===== src/design/sfrpd_pkg.sv =====
// sfr page decoder package: addresses, pages, select codes and bus carriers
package sfrpd_pkg;

    // ************************************************************
    // address space and pages
    // ************************************************************
    localparam logic [7:0] SFR_BASE         = 8'h80;
    localparam logic [7:0] SFR_TOP          = 8'hFF;
    localparam logic [7:0] PAGE_ZERO        = 8'h00;
    localparam logic [7:0] PAGE_F           = 8'h0F;
    localparam logic [7:0] PAGE_SEL_RESET   = 8'h00;
    localparam logic [2:0] BIT_ADDR_COLUMN  = 3'h0;

    // ************************************************************
    // decoded addresses
    // ************************************************************
    localparam logic [7:0] ADDR_PAGE_SELECT = 8'hA7;
    localparam logic [7:0] ADDR_CONV_BA     = 8'hBA;
    localparam logic [7:0] ADDR_CONV_BD     = 8'hBD;
    localparam logic [7:0] ADDR_DCDC_96     = 8'h96;

    // ************************************************************
    // one-hot target selects and the all-zero SEL_NONE
    // ************************************************************
    localparam int SEL_W = 7;
    localparam logic [SEL_W-1:0] SEL_NONE     = 7'h00;
    localparam logic [SEL_W-1:0] SEL_PAGE     = 7'h01;
    localparam logic [SEL_W-1:0] SEL_ACC_CFG  = 7'h02;
    localparam logic [SEL_W-1:0] SEL_PWRUP    = 7'h04;
    localparam logic [SEL_W-1:0] SEL_RES_LOW  = 7'h08;
    localparam logic [SEL_W-1:0] SEL_TRACK    = 7'h10;
    localparam logic [SEL_W-1:0] SEL_CHKAUTO  = 7'h20;
    localparam logic [SEL_W-1:0] SEL_DCDC     = 7'h40;

    // ************************************************************
    // carriers
    // ************************************************************
    typedef struct packed {
        logic       rd;
        logic       wr;
        logic       bit_op;
        logic [2:0] bit_idx;
        logic [7:0] addr;
        logic [7:0] wdata;
    } sfrpd_req_t;

    typedef struct packed {
        logic [7:0] dcdc_configuration;
        logic [7:0] checksum_auto_control;
        logic [7:0] converter_tracking_control;
        logic [7:0] converter_result_low;
        logic [7:0] converter_burst_powerup_time;
        logic [7:0] converter_accumulator_config;
    } sfrpd_regs_t;

endpackage : sfrpd_pkg


===== src/design/sfrpd_decode.sv =====
// sfr page decoder address map: address plus page to one-hot target
`timescale 1ns/1ps
module sfrpd_decode
    import sfrpd_pkg::*;
(
    // access
    input  wire logic [7:0]       addr,
    input  wire logic [7:0]       page,
    // result
    output logic      [SEL_W-1:0] sel
);

    always_comb begin
        sel = SEL_NONE;
        if (addr >= SFR_BASE) begin
            if (addr == ADDR_PAGE_SELECT) begin
                sel = SEL_PAGE;
            end else if (page == PAGE_F) begin
                case (addr)
                    ADDR_CONV_BA: sel = SEL_PWRUP;
                    ADDR_CONV_BD: sel = SEL_TRACK;
                    ADDR_DCDC_96: sel = SEL_CHKAUTO;
                    default:      sel = SEL_NONE;
                endcase
            end else if (page == PAGE_ZERO) begin
                case (addr)
                    ADDR_CONV_BA: sel = SEL_ACC_CFG;
                    ADDR_CONV_BD: sel = SEL_RES_LOW;
                    ADDR_DCDC_96: sel = SEL_DCDC;
                    default:      sel = SEL_NONE;
                endcase
            end
        end
    end

endmodule : sfrpd_decode


===== src/design/sfrpd_top.sv =====
// sfr page decoder top: page select register, paged register bank, read mux
`timescale 1ns/1ps
module sfrpd_top
    import sfrpd_pkg::*;
(
    // clock and reset
    input  wire logic              MCLK,
    input  wire logic              RST,
    // cpu access
    input  wire logic              RD,
    input  wire logic              WR,
    input  wire logic              BIT_OP,
    input  wire logic [2:0]        BIT_IDX,
    input  wire logic [7:0]        ADDR,
    input  wire logic [7:0]        WDATA,
    // read answer
    output logic      [7:0]        RDATA,
    output logic                   RVALID,
    // register contents to peripherals
    output logic      [7:0]        PAGE_SELECT,
    output sfrpd_regs_t            REGS,
    // converter result from the converter
    input  wire logic [7:0]        CONV_RESULT_LOW,
    input  wire logic              CONV_RESULT_LD
);

    // ************************************************************
    // request and decode
    // ************************************************************
    sfrpd_req_t       req;
    logic [SEL_W-1:0] sel;
    logic [7:0]       page_ff;
    logic [7:0]       nxt_page;
    sfrpd_regs_t      regs_ff;
    sfrpd_regs_t      nxt_regs;
    logic [7:0]       rdata_ff;
    logic [7:0]       nxt_rdata;
    logic             rvalid_ff;
    logic             nxt_rvalid;
    logic [7:0]       cur;
    logic [7:0]       wval;
    logic             bit_ok;

    assign req = '{rd: RD, wr: WR, bit_op: BIT_OP, bit_idx: BIT_IDX, addr: ADDR, wdata: WDATA};

    sfrpd_decode u_decode (
        .addr (req.addr),
        .page (page_ff),
        .sel  (sel)
    );

    function automatic logic [7:0] pick(input logic [SEL_W-1:0] s, input logic [7:0] pg,
                                        input sfrpd_regs_t r);
        logic [7:0] v;
        v = 8'h00;
        case (s)
            SEL_PAGE:    v = pg;
            SEL_ACC_CFG: v = r.converter_accumulator_config;
            SEL_PWRUP:   v = r.converter_burst_powerup_time;
            SEL_RES_LOW: v = r.converter_result_low;
            SEL_TRACK:   v = r.converter_tracking_control;
            SEL_CHKAUTO: v = r.checksum_auto_control;
            SEL_DCDC:    v = r.dcdc_configuration;
            default:     v = 8'h00;
        endcase
        return v;
    endfunction : pick

    // ************************************************************
    // write and read path
    // ************************************************************
    always_comb begin
        cur      = pick(sel, page_ff, regs_ff);
        bit_ok   = (req.addr[2:0] == BIT_ADDR_COLUMN);
        wval     = req.wdata;
        if (req.bit_op) begin
            wval = cur;
            wval[req.bit_idx] = req.wdata[0];
        end
        nxt_page = page_ff;
        nxt_regs = regs_ff;
        if (CONV_RESULT_LD) begin
            nxt_regs.converter_result_low = CONV_RESULT_LOW;
        end
        if (req.wr && (!req.bit_op || bit_ok)) begin
            case (sel)
                SEL_PAGE:    nxt_page = wval;
                SEL_ACC_CFG: nxt_regs.converter_accumulator_config = wval;
                SEL_PWRUP:   nxt_regs.converter_burst_powerup_time = wval;
                SEL_RES_LOW: nxt_regs.converter_result_low = wval;
                SEL_TRACK:   nxt_regs.converter_tracking_control = wval;
                SEL_CHKAUTO: nxt_regs.checksum_auto_control = wval;
                SEL_DCDC:    nxt_regs.dcdc_configuration = wval;
                default:     nxt_page = page_ff;
            endcase
        end
        nxt_rvalid = req.rd;
        nxt_rdata  = 8'h00;
        if (req.rd) begin
            if (req.bit_op) begin
                nxt_rdata = bit_ok ? {7'h00, cur[req.bit_idx]} : 8'h00;
            end else begin
                nxt_rdata = cur;
            end
        end
    end

    // ************************************************************
    // registers
    // ************************************************************
    always_ff @(posedge MCLK) begin
        if (RST) begin
            page_ff   <= PAGE_SEL_RESET;
            regs_ff   <= '0;
            rdata_ff  <= 8'h00;
            rvalid_ff <= 1'b0;
        end else begin
            page_ff   <= nxt_page;
            regs_ff   <= nxt_regs;
            rdata_ff  <= nxt_rdata;
            rvalid_ff <= nxt_rvalid;
        end
    end

    assign RDATA       = rdata_ff;
    assign RVALID      = rvalid_ff;
    assign PAGE_SELECT = page_ff;
    assign REGS        = regs_ff;

endmodule : sfrpd_top


===== config.mk =====
export PLATFORM = sky130hd
export DESIGN_NAME = sfrpd_top
export DESIGN_NICKNAME = d
export VERILOG_FILES = /design/src/design/sfrpd_pkg.sv /design/src/design/sfrpd_decode.sv /design/src/design/sfrpd_top.sv
export SDC_FILE = /design/constraint.sdc
export NUM_CORES = 1
export LEC_CHECK = 0
export BUFFER_PORTS_ARGS = -buffer_cell sky130_fd_sc_hd__buf_2
export CAP_MARGIN = 20
export CORE_ASPECT_RATIO = 1.2
export CORE_UTILIZATION = 40
export CTS_CLUSTER_SIZE = 25
export DETAILED_ROUTE_END_ITERATION = 8
export PLACE_DENSITY = 0.65
export SYNTH_ARGS = -nofsm -noshare
export SYNTH_HDL_FRONTEND = slang
export SYNTH_SLANG_ARGS = --single-unit

===== constraint.sdc =====
create_clock -name MCLK -period 4.65 [get_ports MCLK]
set_input_delay 0 -clock MCLK [delete_from_list [all_inputs] [get_ports MCLK]]
set_output_delay 0 -clock MCLK [all_outputs]
set_load 0.05 [all_outputs]

After elaboration in Yosys (flattened, before gate mapping)

Cells that the tools add are included.

Order comparisons: 3
Equality and inequality tests: 12
Muxes and demuxes: 20
Bitwise operators: 1
Reduce and logical (&&, ||, !) cells: 13

Operators with widths:

| cell               | number |
|---|---|
| $pmux 8 s7         | 1 |
| $mux 8             | 6 |
| $eq 8x8->1 const B | 4 |
| $mux 7             | 4 |
| $mux 24            | 1 |
| $pmux 7 s3         | 1 |
| $pmux 6 s3         | 1 |
| $reduce_and 2->1   | 6 |
| $bwmux 8           | 1 |
| $eq 8x4->1 const B | 1 |
| $ge 8x8->1 const B | 1 |
| $logic_not 8->1    | 1 |
| $eq 7x1->1 const B | 1 |
| $eq 7x2->1 const B | 1 |
| $eq 7x3->1 const B | 1 |
| $eq 7x4->1 const B | 1 |
| $eq 7x5->1 const B | 1 |
| $eq 7x6->1 const B | 1 |
| $eq 7x7->1 const B | 1 |
| $lt 3x4->1 const B | 1 |
| $bmux 1 s3         | 1 |
| $demux 1 s3        | 1 |
| $ge 3x1->1 const B | 1 |
| $logic_not 3->1    | 1 |
| other kinds (6)    | 9 |

Register bits: 65
Input port bits: 33
Output and inout bits: 65

Depth between registers and ports, before layout

Word-level depth: 12
Depth in mapped cells: 9
Depth with buffers taken out: 6

Hierarchy

From an unflattened synthesis, not the netlist that was laid out.

Cells, all modules: 413
Area total of the unflattened synthesis: 3,604.7 µm²

Modules (own cells, without submodules):

| module       | instances | cells each | area each (µm²) | sequential area each (µm²) |
|---|---|---|---|---|
| sfrpd_top    | 1         | 390        | 3,448.3         | 1,301.2 |
| sfrpd_decode | 1         | 23         | 156.4           | 0.0 |

Worst setup path after synthesis

No wires, ideal clock.

Path type: register -> register
From: register page_ff[1], in the netlist PAGE_SELECT[1]
To: register rdata_ff[0], in the netlist RDATA[0]
Setup time: 0.060 ns
Arrival: 2.126 ns
Path slack: 2.464 ns
Cell stages (with the launch flop): 9
Cells stage by stage: dfxtp_1 and4_1 buf_4 buf_2 a22oi_1 o2bb2ai_1 nor3_1 o41ai_2 o2111a_1

Longest elaborated chain between the ends: 11

RTL lines:

| what                               | RTL line           | RTL |
|---|---|---|
| start: declaration                 | sfrpd_top.sv:32    | `logic [7:0] page_ff;` |
| start signal: assignment           | sfrpd_top.sv:118   | `page_ff <= nxt_page;` |
| $logic_not 8->1                    | sfrpd_decode.sv:25 | `end else if (page == PAGE_ZERO) begin` |
| $mux 7                             | sfrpd_decode.sv:25 |  |
| $mux 7                             | sfrpd_decode.sv:18 | `end else if (page == PAGE_F) begin` |
| $mux 7                             | sfrpd_decode.sv:16 | `if (addr == ADDR_PAGE_SELECT) begin` |
| $mux 7                             | sfrpd_decode.sv:15 | `if (addr >= SFR_BASE) begin` |
| $eq 7x7->1 (tied with other cells) | sfrpd_top.sv:56    | `case (s)` |
| $pmux 8 s7 *                       | sfrpd_top.sv:56    |  |
| $bmux 1 s3                         | sfrpd_top.sv:101   | `nxt_rdata = bit_ok ? {7'h00, cur[req.bit_idx]} : 8'h00;` |
| $mux 1 (not written as such)       | sfrpd_top.sv:101   |  |
| $mux 1                             | sfrpd_top.sv:101   |  |
| $mux 8 *                           | sfrpd_top.sv:100   | `if (req.bit_op) begin` |
| end signal: assignment             | sfrpd_top.sv:120   | `rdata_ff <= nxt_rdata;` |
| end: declaration                   | sfrpd_top.sv:36    | `logic [7:0] rdata_ff;` |

Mark *: on every way between the ends. The rest lies on a longest branch, timed or not. The select of a mux whose other input is x is not followed.
A chain may end at the register's enable or synchronous reset.

Final worst setup path

Same ends and word-level chain as after synthesis.

==> qor.yml <==
synthesis:
  synth_cell_types: 47
  synthArstFlopShare_pct: 0
  synth-seq-cells: 65
  synth_ff_type: "dfxtp_1"
  synthesis.nets: 389
  synth-seq-area-share_pct: 42.5
  synth_top_area_share_pct: 42.5
  synth.area.top_cells: "dfxtp_1 42%, mux2i_1 9.5%, nand2_1 6.0%"
  synthXorXnorAreaFrac_pct: 0
  synth_area_leader_cell: "dfxtp_1"
  synth-adder-area-share_pct: 0
  synth_edf_count: 0
  synth_top_family_by_area: "simple AND/OR/NAND/NOR gates"
  syn_area_um2: 3060
  ys_warn_count: 0
  synth.avg_cell_area_um2: 8.60
  muxShareOfSynthArea_pct: 9.48
  synthCells: 356
  synth-simple-area-share_pct: 25.2
  synth-compound-area-share_pct: 19.4
critical_path:
  critPathLaunch: "PAGE_SELECT[1]"
  crit_arrival_ns: 2.80
  worstSetupPathType: "flip-flop to flip-flop"
  r2r-start: "PAGE_SELECT[1]"
  critPathCapture: "RDATA[0]"
  worst_ep_required_time_ns: 4.93
  worstRegToRegCells: 6
  startpoint_type: "flip-flop"
  reg2reg_to: "RDATA[0]"
  crit_fanout: 19
  crit_path_end_kind: "flip-flop"
  reg2reg_slack_ns: 2.14
finish:
  syn2layout_area_growth_pct: 24.3
  postLayoutCellArea_um2: 3810
  fin_nets: 481
  n_antenna_cell: 0
  final_util_pct: 52.0
  layout.cells.non_filler: 543
  final_layout_size_suffix_gt1_share_pct: 27.4
cts:
  cts_made_buffers: 9
  cts_resized: 0
  path_clk_slew_ns: 0.07
  cts_sinks: 65
  htreeDepth: 3
  tritoncts: "done"
  clockBufferDepth: 2
  cts_root_buffer: "clkbuf_8"
  clock_latency_ns: 0.34
pwr:
  p_leak_nw: 1.68
  seq_power_share_pct: 49.6
  power.density_nw_per_um2: 300
  comb_power_share_pct: 8.5
  pwr-share-clk_pct: 42.0
  switching_share_pct: 25.2
  worst_ir_drop_vdd_mv: 0.201
  switchingPower_mw: 0.287
  power_mw: 1.14
  intPower_mw: 0.854
floorplanning:
  die_area_um2: 8010
  num_io_pins: 98
  start_util_pct: 41.9
  die_w_um: 81.9
  core-area_um2: 7320
  fp.dieH_um: 97.9
  row_count: 34
timing:
  setup_tns_ns: 0
  min_period_ns: 2.51
  clock_skew_ns: 0.00866
  hold_violations: 0
  fmax_ghz: 0.398
  tightest_slew_ns: 0.844
  setup_viol: 0
  relSlewSlack_pct: 43.3
  holdWs_ns: 0.0105
  report.final.slew_viol_count: 0
  fin_crit_sh_pct: 54.1
  setup_ws_ns: 2.14
  rsz0062_at_grt: "no"
global_routing:
  grt_overflow: 0
  grt_max_degree: 59
  antenna_found_initial: 0
  grt_pass1_wl_um: 14900
  grt_use_total_pct: 24.6
  grt_pass1_vias: 2835
routing:
  initialDrtViolationCount: 371
  ant_nets: 0
  totalWireLength_um: 9630
  dr.pass1.iters: 5
  num_vias: 3183
  post_drt_wl_per_cell_um: 17.7
  viasPerCell: 5.86
  post-route-drc-count: 0
placement:
  hpwl_um: 7000
  place_area_um2: 3580
  dp.cells: 524
  gp_congestion: 0.969
  place_ws_ns: 2.19
  numPortBuffers: 97
flow_run:
  cap_violations: 0
min_path:
  min_from: "CONV_RESULT_LOW[1]"
  hold_class: "primary input to flip-flop"
status:
  status: "finished clean"
==> flip-flops by register name, indices dropped and copies added, names as in the netlist <==
name	count
PAGE_SELECT	8
RDATA	8
REGS	48
RVALID	1
==> worst max-delay path, cell delays in order, from the launching register on <==
cell and delay, ns:
dfxtp_1 0.48, and4_1 0.72, a22oi_1 0.26, o22a_1 0.28, and4_4 0.18, o41ai_2 0.31
o2111a_1 0.22
==> cells by family after synthesis <==
family | Yosys count
buffers and inverters | 24
AO/OA/AOI/OAI | 89
AND/OR/NAND/NOR | 149
multiplexers | 29
flip-flops | 65
==> layout by cell type, fill, tap and decap left out, drive strengths merged, types with 10 or more instances in the layout <==
cell type	instances
a22oi	24
a21oi	25
nor2	44
a211oi	10
nor3	10
mux2i	29
dfxtp	65
clkbuf	11
buf	99
nand2	49
==> layout make-up <==
class	count	area, um2
multi-input cells	267	1660
well taps	90	113
repair buffers	101	524
flip-flops and latches	65	1300
clock inverters	5	55.1
fillers	749	3510
clock buffers	11	141
inverters	4	15.0
==> power groups by stage <==
stage | sequential (mW) | clock [mW] | combinational, mW
detailed placement | 0.578 | 0 | 0.0939
global route | 0.566 | 0.517 | 0.103
finish | 0.566 | 0.479 | 0.0967
CTS | 0.566 | 0.486 | 0.0954
floorplan | 0.594 | 0 | 0.0424
global placement | 0.578 | 0 | 0.0934
==> metal layers <==
| layer | wire length [um] | global-route usage (%) | vias to the layer above | share of wire [%] |
|---|---|---|---|---|
| met1 | 4260 | 34.8 | 1513 | 44 |
| li1 | - | - | 1486 | - |
| met2 | 4450 | 37.0 | 164 | 46 |
| met5 | 0 | 0 | - | 0 |
| met4 | 177 | 6.61 | 0 | 1.8 |
| met3 | 743 | 5.79 | 20 | 7.7 |
==> synth_stat cells, drive strengths merged, types with 4 or more instances <==
library cell,number
nand4,8
o22ai,7
nand2,49
nor2,44
a21oi,25
nand3b,7
o21ai,9
mux2i,29
dfxtp,65
nor2b,8
a211oi,10
inv,4
nand3,4
buf,9
a22oi,24
clkbuf,11
nor3,10
or3,5
==> worst min path at each step <==
| stage | end | slack, ns | cells after the start |
|---|---|---|---|
| 6_report | REGS[17] | 0.01 | 3 |
| 5_1_grt | REGS[19] | 0.003 | 3 |
| 4_1_cts | REGS[21] | 0.007 | 3 |
| 3_5_place_dp | RVALID | 0.34 | 2 |
| 3_3_place_gp | RVALID | 0.34 | 2 |
| 2_1_floorplan | RVALID | 0.09 | 1 |
==> timing repair <==
| action | 4_1_cts | 5_1_grt |
|---|---|---|
| hold buffers | 2 | 0 |
| endpoints found under the setup margin | 0 | 0 |
| hold endpoints to repair | 2 | 0 |
| buffers inserted | 0 | 0 |
Note: power is estimated with default switching activity, not from simulation.
